===== src/dsm_params.svh =====
// constants for the driver state and mode control block
// assumes a 10 MHz logic clock
`ifndef DSM_PARAMS_SVH
`define DSM_PARAMS_SVH
`define DSM_CLK_NS          100
`define DSM_POR_FILTER_NS   2000
`define DSM_POR_FILTER_CYC  ((`DSM_POR_FILTER_NS + `DSM_CLK_NS - 1) / `DSM_CLK_NS)
`define DSM_MODE_W          16
`define DSM_PWM_LSB         0
`define DSM_GENERAL_GATE_MODE_LSB        8
`define DSM_V10_BIT         12
`define DSM_RETRY_BIT       13
`define DSM_MODE_RST        16'h0000
`define DSM_MAX_CURRENT_FLAG_DAC_RST    2'h3
`define DSM_NOMINAL_CURRENT_FLAG_DAC_RST    2'h1
`define DSM_ENDSPK_RST      2'h1
`define DSM_OSFLT_RST       2'h3
`define DSM_DWELL_RST       3'h4
`endif


===== src/dsm_pkg.sv =====
// types for the driver state and mode control block
// assumes dsm_params.svh is available
package dsm_pkg;
	typedef enum logic [1:0] {
		DSM_POWER_OFF,
		DSM_POR,
		DSM_SLEEP,
		DSM_NORMAL
	} dsm_state_t;
endpackage


===== src/dsm_ctrl.sv =====
// driver operating state, power-on defaults, output gating and mode control
// assumes decoded spi words arrive as same-clock strobes; pins are asynchronous
//
// Contract
// [RULE1] both supplies present: run power-on reset, then go normal
// [RULE2] power-on reset is filtered against short supply transients
// [RULE3] gate outputs off in power-on reset and sleep states
// [RULE4] output gate pin high forces every output off
// [RULE5] spi stays active while output gate pin high
// [RULE6] gate pin low: outputs follow command bit or parallel input
// [RULE7] logic supply lost: sleep with outputs off; return via power-on reset
// [RULE8] reset defaults: outputs off, ignition mode, pwm off, open-load detect on
// [RULE9] reset defaults: max 14 A, nominal 5.5 A, end spark supply+5.5 V
// [RULE10] reset defaults: open secondary 100 us, max dwell 32 ms
// [RULE11] reset defaults: soft shutdown, low clamp, overlap offset disabled
// [RULE12] four gate drivers each select ignition, general or ten-cylinder mode; drivers pick only ignition or general, one ten-cylinder bit covers all
// [RULE13] mode word holds mode bits, ten-cylinder, retry and pwm enables
// [RULE14] mode bits 8..11 pick driver 0..3; 1 is general purpose
// [RULE15] general purpose drivers still obey max-current shutdown
// [RULE16] ten-cylinder mode turns both current flag pins into inputs
// [RULE17] ten-cylinder: max flag stops drivers 0,2; nominal flag stops 1,3
// [RULE18] battery over or under voltage commands every output off
// [RULE19] retry bit 1: stay off after recovery until input toggles
// [RULE20] retry bit 0: resume commanded state after recovery, gate pin low
// [RULE21] spi bit drives a gate driver only in general purpose mode
// [RULE22] logic undervoltage shuts outputs and restores register defaults
// [RULE23] mode bits 0..3 enable pwm of general purpose drivers 0..3
// [RULE24] parallel input ored with spi bit; ignition drivers use input only
// [RULE25] ten-cylinder and retry bit positions are parameters
`timescale 1ns/1ns
`include "dsm_params.svh"
module dsm_ctrl #(
	parameter int N_CH       = 4,
	parameter int POR_CYC    = `DSM_POR_FILTER_CYC,
	parameter int V10_BIT    = `DSM_V10_BIT,   // see [RULE25]
	parameter int RETRY_BIT  = `DSM_RETRY_BIT  // see [RULE25]
) (
	input  wire logic                   i_ref_clk,
	input  wire logic                   i_rst_n,
	input  wire logic                   i_battery_supply_ok,
	input  wire logic                   i_logic_supply_ok,
	input  wire logic                   i_battery_fault,
	input  wire logic                   i_output_gate_n,
	input  wire logic [N_CH-1:0]        i_gate_parallel_inputs,
	input  wire logic [N_CH-1:0]        i_injector_parallel_inputs,
	input  wire logic                   i_spi_cmd_wr,
	input  wire logic [2*N_CH-1:0]      i_spi_cmd,
	input  wire logic                   i_mode_wr,
	input  wire logic [`DSM_MODE_W-1:0] i_mode_word,
	input  wire logic [N_CH-1:0]        i_max_current_cmp,
	input  wire logic [N_CH-1:0]        i_nominal_current_cmp,
	input  wire logic [N_CH-1:0]        i_pwm_wave,
	input  wire logic                   i_max_current_flag_in,
	input  wire logic                   i_nominal_current_flag_in,
	output logic      [N_CH-1:0]        o_gate_drive_outputs,
	output logic      [N_CH-1:0]        o_injector_outputs,
	output logic                        o_max_current_flag,
	output logic                        o_max_current_flag_oe,
	output logic                        o_nominal_current_flag,
	output logic                        o_nominal_current_flag_oe,
	output logic      [N_CH-1:0]        o_general_gate_mode,
	output logic                        o_ten_cylinder_mode,
	output logic      [N_CH-1:0]        o_pwm_enable,
	output logic                        o_open_load_detect_en,
	output logic      [1:0]             o_max_dac_sel,
	output logic      [1:0]             o_nom_dac_sel,
	output logic      [1:0]             o_end_spark_sel,
	output logic      [1:0]             o_open_sec_sel,
	output logic      [2:0]             o_dwell_sel,
	output logic                        o_soft_shutdown_en,
	output logic                        o_low_clamp_en,
	output logic                        o_overlap_offset_en,
	output logic                        o_spi_ready,
	output dsm_pkg::dsm_state_t         o_state
);
	localparam int NO = 2 * N_CH;
	localparam int PW = $clog2(POR_CYC + 1);

	// pin synchronisers: first stage read only by the second
	localparam int NS = 5 + 2 * N_CH + 2;
	logic [NS-1:0] sync1;
	logic [NS-1:0] sync2;
	wire  [NS-1:0] raw_pins = {i_battery_supply_ok, i_logic_supply_ok, i_battery_fault,
		i_output_gate_n, 1'b0, i_gate_parallel_inputs, i_injector_parallel_inputs,
		i_max_current_flag_in, i_nominal_current_flag_in};
	always_ff @(posedge i_ref_clk or negedge i_rst_n) begin
		if (!i_rst_n) begin
			sync1 <= '0;
			sync2 <= '0;
		end else begin
			sync1 <= raw_pins;
			sync2 <= sync1;
		end
	end
	wire            bat_ok   = sync2[NS-1];
	wire            vdd_ok   = sync2[NS-2];
	wire            bat_flt  = sync2[NS-3];
	wire            gate_n   = sync2[NS-4];
	wire [N_CH-1:0] gin      = sync2[2+2*N_CH-1:2+N_CH];
	wire [N_CH-1:0] din      = sync2[2+N_CH-1:2];
	wire            max_current_flag_in  = sync2[1];
	wire            nominal_current_flag_in  = sync2[0];

	// operating state
	dsm_pkg::dsm_state_t state;
	dsm_pkg::dsm_state_t next_state;
	logic [PW-1:0]       por_cnt;
	wire por_done = (por_cnt == PW'(POR_CYC));
	always_comb begin
		next_state = state;
		case (state)
			dsm_pkg::DSM_POWER_OFF:
				if (bat_ok || vdd_ok) next_state = dsm_pkg::DSM_POR;
			dsm_pkg::DSM_POR: begin
				if (!vdd_ok && bat_ok) next_state = dsm_pkg::DSM_SLEEP;   // see [RULE7]
				else if (!vdd_ok) next_state = dsm_pkg::DSM_POWER_OFF;
				else if (bat_ok && por_done) next_state = dsm_pkg::DSM_NORMAL; // see [RULE1]
			end
			dsm_pkg::DSM_SLEEP:
				if (vdd_ok) next_state = dsm_pkg::DSM_POR;               // see [RULE7]
				else if (!bat_ok) next_state = dsm_pkg::DSM_POWER_OFF;
			dsm_pkg::DSM_NORMAL:
				if (!vdd_ok) next_state = dsm_pkg::DSM_SLEEP;            // see [RULE7]
				else if (!bat_ok) next_state = dsm_pkg::DSM_POR;
			default: next_state = dsm_pkg::DSM_POWER_OFF;
		endcase
	end
	// supplies must stand steady for the whole filter; any dip restarts it
	always_ff @(posedge i_ref_clk or negedge i_rst_n) begin
		if (!i_rst_n) begin
			state   <= dsm_pkg::DSM_POWER_OFF;
			por_cnt <= '0;
		end else begin
			state <= next_state;
			if (state != dsm_pkg::DSM_POR || !(bat_ok && vdd_ok)) por_cnt <= '0; // see [RULE2]
			else if (!por_done) por_cnt <= por_cnt + PW'(1);
		end
	end
	wire normal  = (state == dsm_pkg::DSM_NORMAL);
	wire def_ld  = !normal;   // defaults held outside normal, see [RULE22] [RULE8]

	// mode register
	logic [`DSM_MODE_W-1:0] mode;
	logic [NO-1:0]          spi_cmd;
	always_ff @(posedge i_ref_clk or negedge i_rst_n) begin
		if (!i_rst_n) begin
			mode    <= `DSM_MODE_RST;
			spi_cmd <= '0;
		end else if (def_ld) begin
			mode    <= `DSM_MODE_RST;   // see [RULE22]
			spi_cmd <= '0;              // see [RULE8]
		end else begin
			if (i_mode_wr) mode <= i_mode_word;     // see [RULE13] [RULE5]
			if (i_spi_cmd_wr) spi_cmd <= i_spi_cmd; // see [RULE5]
		end
	end
	wire [N_CH-1:0] general_gate_mode  = mode[`DSM_GENERAL_GATE_MODE_LSB +: N_CH]; // see [RULE14] [RULE12]
	wire            v10   = mode[V10_BIT];
	wire            retry = mode[RETRY_BIT];
	wire [N_CH-1:0] pwm_en = mode[`DSM_PWM_LSB +: N_CH] & general_gate_mode; // see [RULE23]

	// shutdown sources and request per output
	wire [N_CH-1:0] v10_stop = {nominal_current_flag_in, max_current_flag_in, nominal_current_flag_in, max_current_flag_in}; // see [RULE17]
	wire [N_CH-1:0] max_stop = v10 ? v10_stop : i_max_current_cmp;   // see [RULE15]
	logic [NO-1:0] req;
	logic [NO-1:0] req_d;
	logic [NO-1:0] latch_off;
	logic [NO-1:0] uv_block;
	genvar g;
	generate
		for (g = 0; g < N_CH; g++) begin : g_ch
			// ignition ignores spi bit; general ORs it and may pwm
			assign req[g] = general_gate_mode[g] ?
				((gin[g] | spi_cmd[N_CH+g]) & (!pwm_en[g] | i_pwm_wave[g])) :
				gin[g];                                    // see [RULE21] [RULE24]
			assign req[N_CH+g] = din[g] | spi_cmd[g];  // see [RULE24]
		end
	endgenerate

	// latched shutdowns clear once the request is dropped; the output returns when it is raised again
	always_ff @(posedge i_ref_clk or negedge i_rst_n) begin
		if (!i_rst_n) begin
			req_d     <= '0;
			latch_off <= '0;
			uv_block  <= '0;
		end else begin
			req_d <= req;
			latch_off[N_CH-1:0] <= (latch_off[N_CH-1:0] & req[N_CH-1:0]) |
				(max_stop & req[N_CH-1:0]);               // see [RULE15] [RULE17]
			latch_off[NO-1:N_CH] <= '0;
			if (bat_flt && retry) uv_block <= '1;           // see [RULE19]
			// leaving normal drops the block with the other control state, see [RULE22]
			else uv_block <= uv_block & ~(req & ~req_d) & req & {NO{normal}};
		end
	end

	// output gate forces all off but leaves spi alone
	wire allow = normal && !gate_n && !bat_flt; // see [RULE3] [RULE4] [RULE6] [RULE18] [RULE20]
	wire [NO-1:0] next_out = allow ? (req & ~latch_off & ~uv_block) : '0;
	always_ff @(posedge i_ref_clk or negedge i_rst_n) begin
		if (!i_rst_n) begin
			o_gate_drive_outputs <= '0;
			o_injector_outputs   <= '0;
		end else begin
			o_gate_drive_outputs <= next_out[N_CH-1:0];
			o_injector_outputs   <= next_out[NO-1:N_CH];
		end
	end

	// current flags: outputs normally, inputs in ten-cylinder mode
	always_ff @(posedge i_ref_clk or negedge i_rst_n) begin
		if (!i_rst_n) begin
			o_max_current_flag     <= 1'b0;
			o_nominal_current_flag <= 1'b0;
		end else begin
			o_max_current_flag     <= |(i_max_current_cmp & ~general_gate_mode);
			o_nominal_current_flag <= |(i_nominal_current_cmp & ~general_gate_mode);
		end
	end
	assign o_max_current_flag_oe     = normal && !v10; // see [RULE16]
	assign o_nominal_current_flag_oe = normal && !v10; // see [RULE16]

	// configuration: mode fields reload defaults outside normal; the other settings are tied to their defaults in every state
	assign o_general_gate_mode   = general_gate_mode;
	assign o_ten_cylinder_mode   = v10;
	assign o_pwm_enable          = pwm_en;
	assign o_open_load_detect_en = 1'b1;              // see [RULE8]
	assign o_max_dac_sel         = `DSM_MAX_CURRENT_FLAG_DAC_RST; // see [RULE9]
	assign o_nom_dac_sel         = `DSM_NOMINAL_CURRENT_FLAG_DAC_RST; // see [RULE9]
	assign o_end_spark_sel       = `DSM_ENDSPK_RST;   // see [RULE9]
	assign o_open_sec_sel        = `DSM_OSFLT_RST;    // see [RULE10]
	assign o_dwell_sel           = `DSM_DWELL_RST;    // see [RULE10]
	assign o_soft_shutdown_en    = 1'b0;              // see [RULE11]
	assign o_low_clamp_en        = 1'b0;              // see [RULE11]
	assign o_overlap_offset_en   = 1'b0;              // see [RULE11]
	assign o_spi_ready           = normal;            // see [RULE5]
	assign o_state               = state;
endmodule // dsm_ctrl


===== config.mk =====
export PLATFORM = sky130hd
export DESIGN_NAME = dsm_ctrl
export DESIGN_NICKNAME = d
export VERILOG_FILES = /design/src/dsm_pkg.sv /design/src/dsm_ctrl.sv
export VERILOG_INCLUDE_DIRS = /design/src /design/src/src
export SDC_FILE = /design/constraint.sdc
export NUM_CORES = 1
export LEC_CHECK = 0
export BUFFER_PORTS_ARGS = -buffer_cell sky130_fd_sc_hd__buf_2
export CORE_AREA = 2 2 82 84
export CTS_BUF_LIST = sky130_fd_sc_hd__clkbuf_16
export CTS_CLUSTER_DIAMETER = 30
export DETAILED_ROUTE_END_ITERATION = 6
export DIE_AREA = 0 0 84 86
export GPL_TIMING_DRIVEN = 0
export PLACE_DENSITY = 0.81
export RECOVER_POWER = 100
export SYNTH_ARGS = -nofsm -noshare
export SYNTH_HDL_FRONTEND = slang
export SYNTH_SLANG_ARGS = --single-unit

===== constraint.sdc =====
create_clock -name i_ref_clk -period 3.5 [get_ports i_ref_clk]
set_input_delay 0.525 -clock i_ref_clk [delete_from_list [all_inputs] [get_ports i_ref_clk]]
set_output_delay 0.525 -clock i_ref_clk [all_outputs]
set_load 0.02 [all_outputs]

**After elaboration in Yosys (flattened, before gate mapping)**

Cells that the tools add are included.
Widths: inputs -> output; s select.

- Flip-flop bits (word level): 87
- Bits of input ports: 54
- Output and inout port bits: 39
- Logic and storage cells: 103

- $add $sub $neg: 1
- Eq/ne operators: 12
- Multiplexer cells: 22
- Bitwise operators: 33
- Reduce and logical (&&, ||, !) cells: 22

Operators with widths:

| cell | number |
|---|---|
| $and 8x8->8 | 6 |
| $mux 8 | 4 |
| $mux 14 | 2 |
| $not 8->8 | 3 |
| $and 4x4->4 | 5 |
| $mux 2 | 8 |
| $or 1x1->1 | 12 |
| $mux 5 | 2 |
| $logic_not 1->1 | 9 |
| $not 4->8 | 1 |
| $pmux 2 s4 | 1 |
| $reduce_or 4->1 | 2 |
| $logic_and 1x1->1 | 7 |
| $ne 2x2->1 const B | 3 |
| $ne 3x3->1 const B | 2 |
| $add 5x1->5 const B | 1 |
| $eq 5x5->1 const B | 1 |
| $and 1x1->1 | 4 |
| $eq 2x2->1 const B | 2 |
| $mux 1 | 4 |
| $mux 4 | 1 |
| $ne 2x1->1 const B | 2 |
| $ne 4x4->1 const B | 1 |
| $not 4->4 | 1 |
| other kinds (5) | 6 |

**Longest topological paths before layout**

- Depth in word-level cells: 11
- Gate-level depth with buffers: 5
- Mapped depth without buffers: 5

**Least setup slack after synthesis**

Ideal clock, no wire load.

- Path kind: register to output
- Start: register state[0], in the netlist o_state[0]
- End: output o_nominal_current_flag_oe
- Arrival: 1389 ps
- Data required time: 2975 ps
- Path slack: 1586 ps
- Stages on the path, launching flop included: 5
- Buffers on the path: 2
- Path through: dfrtp_1 -> nand2_1 -> clkbuf_1 -> nor2_1 -> buf_4

- Cells in the longest elaborated chain, start to end: 2

RTL lines:

| what | RTL line | source |
|---|---|---|
| start: declaration | dsm_ctrl.sv:105 | `dsm_pkg::dsm_state_t state;` |
| start signal: assignment | dsm_ctrl.sv:131 | `state <= dsm_pkg::DSM_POWER_OFF;` |
| start signal: assignment | dsm_ctrl.sv:134 | `state <= next_state;` |
| $eq 2x2->1 | dsm_ctrl.sv:139 | `wire normal = (state == dsm_pkg::DSM_NORMAL);` |
| $logic_and 1x1->1 | - |  |
| end: declaration | dsm_ctrl.sv:60 | `output logic o_nominal_current_flag_oe,` |

No other way between the ends.

**Worst setup path in the final report**

- Start: register state[1], in the netlist o_state[1]
- End: output o_nominal_current_flag_oe

- Cells in the longest elaborated chain, start to end: 2

RTL lines:

| what | RTL line | source |
|---|---|---|
| $eq 2x2->1 | dsm_ctrl.sv:139 |  |
| $logic_and 1x1->1 | dsm_ctrl.sv:221 | `assign o_nominal_current_flag_oe = normal && !v10;` |

No other way between the ends.

==> results.yml <==
synthesis:
  synth_xor_area_frac: 0.0113
  synth.area.mux_share: 0.0615
  async_flop_share: 1.00
  syn_inst: 250
  synthSimpleGateAreaFrac: 0.102
  ys_types: 30
  synth_fa_ha_area_frac: 0.00809
  ys_seq_area_frac: 0.672
  ys_warn_count: 0
  synth.avg_cell_area_um2: 12.4
  synth_edf_count: 0
  syn-cell-area_um2: 3090
  synth-seq-cells: 83
  synth_ff_type: "dfrtp_1"
  synth_top_family_by_area: "simple AND/OR/NAND/NOR gates"
  synth-compound-area-share: 0.0587
grt:
  overflow: 0
  grtUsageTotal: 0.175
  grt_max_degree: 53
  antenna_found_initial: 0
  grt_pass1_vias: 2042
  grt_pass1_wl_mm: 9.59
clock_tree:
  clk_latency_ps: 330
  path_clk_slew_ps: 60
  htree_levels: 3
  clock_path_buffers: 2
  post_cts_resized: 0
  cts_tree: "yes"
  post_cts_buffers: 0
  cts_sinks: 83
  postCtsHoldBufs: 0
  cts_root_buf: "clkbuf_16"
  cts_buffers: 9
layout:
  drive_above_1_share: 0.244
  syn_to_final_growth_pct: 24.8
  final_cell_mix: "dfrtp_1, buf_2, clkbuf_1"
  diodes: 0
  final_common_cell: "dfrtp_1"
  fin_cells: 426
  nets: 400
  fillCellCount: 528
critical_path:
  max_stage_delay_ps: 440
  crit_fanout: 10
  start_kind: "register"
  crit_type: "reg2out"
  slowest_stage: "dfrtp_1"
  path_common_cell: "clkbuf_1"
  crit_start: "o_state[1]"
  regToRegSetupSlack_ps: 1890
  end_kind: "primary output"
  critPathArrivalTime_ps: 1760
  cp_cell_sequence: "nand2_1 -> clkbuf_1 -> nor2_1 -> buf_4 -> clkbuf_1"
  r2r_start: "o_state[1]"
  cp_data_required_time_ps: 2970
sta:
  worst_pin_slew_ps: 1760
  drv_slew: 32
  max_slew_margin: -0.176
  fin_tns_setup_ps: 0
  max_freq_mhz: 437
  hold_viol: 0
  timing.hold.ws_ps: 292
  skew_ps: 5.22
  setup_viol: 0
  rsz0062_at_grt: "no"
  period_minus_slack_ps: 2290
  finalCritPeriodShare: 0.654
  fin_ws_ps: 1210
flow_run:
  max_cap_viol_count: 1
place:
  hpwl_mm: 4.26
  dp_cells: 410
  portBuffers: 69
  post-place-ws_ps: 1580
  gp_congestion: 0.772
route:
  drt_wl_total_mm: 5.94
  wl_met1_mm: 2.45
  firstDrtPassIters: 4
  postRouteAntennaNets: 0
  wire_per_inst_um: 14.0
  top_layer_used: "met4"
  via_count: 2027
  routed-wl-met3_um: 435
  routed_via_density: 4.76
  wl_met2_mm: 3.01
  drc_errors: 0
  drt-initial-drc-count: 98
power:
  vdd_drop_max_mv: 0.466
  p_leak_nw: 1.96
  power.density_nw_per_um2: 551
die:
  dieArea_um2: 7220
  die_y_um: 86
  start_util: 0.493
  design.core.area_um2: 6280
  rows: 29
  die_w_um: 84
  io_pins: 93
outcome:
  violations: "max-capacitance violations, max-slew violations"
  status: "finished, violations left"
min_path:
  hp-start: "i_output_gate_n"
  min_path_type: "in2reg"
-- metrics by stage --
stage	cell area, um2	power [W]	util
3_5_place_dp	3610	0.00120	0.575
6_report	3860	0.00213	0.615
5_1_grt	3860	0.00221	0.615
4_1_cts	3920	0.00216	0.624
3_3_place_gp	3580	0.00119	0.571
2_1_floorplan	3140	0.00113	-
-- Yosys cell counts, types with 2 or more instances --
master | n | area (um2)
dfrtp_1 | 83 | 2080
nand4b_1 | 2 | 17.5
nand2_1 | 10 | 37.5
buf_4 | 20 | 150
inv_1 | 21 | 78.8
a21oi_1 | 9 | 45.0
conb_1 | 2 | 7.51
nor2_1 | 26 | 97.6
ha_1 | 2 | 25.0
a22oi_1 | 2 | 15.0
mux2i_1 | 19 | 190
nor3b_1 | 2 | 15.0
xnor2_1 | 2 | 17.5
nand3_1 | 10 | 50.1
o21ai_0 | 12 | 60.1
nor4_2 | 4 | 50.1
clkbuf_1 | 3 | 11.3
xor2_1 | 2 | 17.5
o221ai_1 | 2 | 17.5
nor3_1 | 4 | 20.0
a21o_1 | 4 | 30.0
-- cells by family after synthesis --
kind of cell    count (synthesis)
mux                            19
other cells                     2
fa+ha+maj                       2
buf+inv                        47
xor+xnor                        4
flops                          83
simple gates                   62
compound gates                 31
-- report_power, final --
group | total (W) | internal [W] | switching (W)
logic | 0.000161 | 0.0000643 | 0.0000966
clock network | 0.000948 | 0.000562 | 0.000386
registers | 0.00102 | 0.000997 | 0.0000212
total | 0.00213 | 0.00162 | 0.000504
-- final timing paths --
path                                             end  cells after the start
hold / removal                             sync1[11]                      1
max in group asynchronous                    mode[9]                      1
hold reg to reg                             sync2[3]                      0
min in group asynchronous    o_gate_drive_outputs[1]                      1
setup reg to reg             o_gate_drive_outputs[3]                      4
setup / recovery           o_nominal_current_flag_oe                      5
-- final cells by class --
| class | count | area, um2 | share of cell area |
|---|---|---|---|
| tap | 77 | 96.3 | 0.0250 |
| multi-input combinational | 133 | 785 | 0.203 |
| buffer | 25 | 170 | 0.0441 |
| sequential | 83 | 2080 | 0.538 |
| clock inverter | 7 | 80.1 | 0.0208 |
| timing repair buffer | 70 | 343 | 0.0888 |
| clock buffer | 9 | 225 | 0.0584 |
| inverter | 22 | 82.6 | 0.0214 |
-- state kept, by name, indices dropped and copies added, names as in the netlist --
signal and cells:
o_max_current_flag 1, spi_cmd 8, mode 10, o_injector_outputs 4
o_state 2, latch_off 4, por_cnt 5, sync2 14
req_d 8, o_gate_drive_outputs 4, uv_block 8, sync1 14
o_nominal_current_flag 1
-- per-layer routing --
metal / up-vias / global-route usage
met1: 975 / 0.213
li1: 978 / -
met5: - / 0
met2: 66 / 0.289
met3: 8 / 0.0770
met4: 0 / 0.0484
-- critical path, delay by kind of cell, from the launching register on --
kind,cells,cell delay [ps]
buffers and inverters,3,730
DFF,1,440
and+or+nand+nor,2,260
Note: power is estimated with default switching activity, not from simulation.
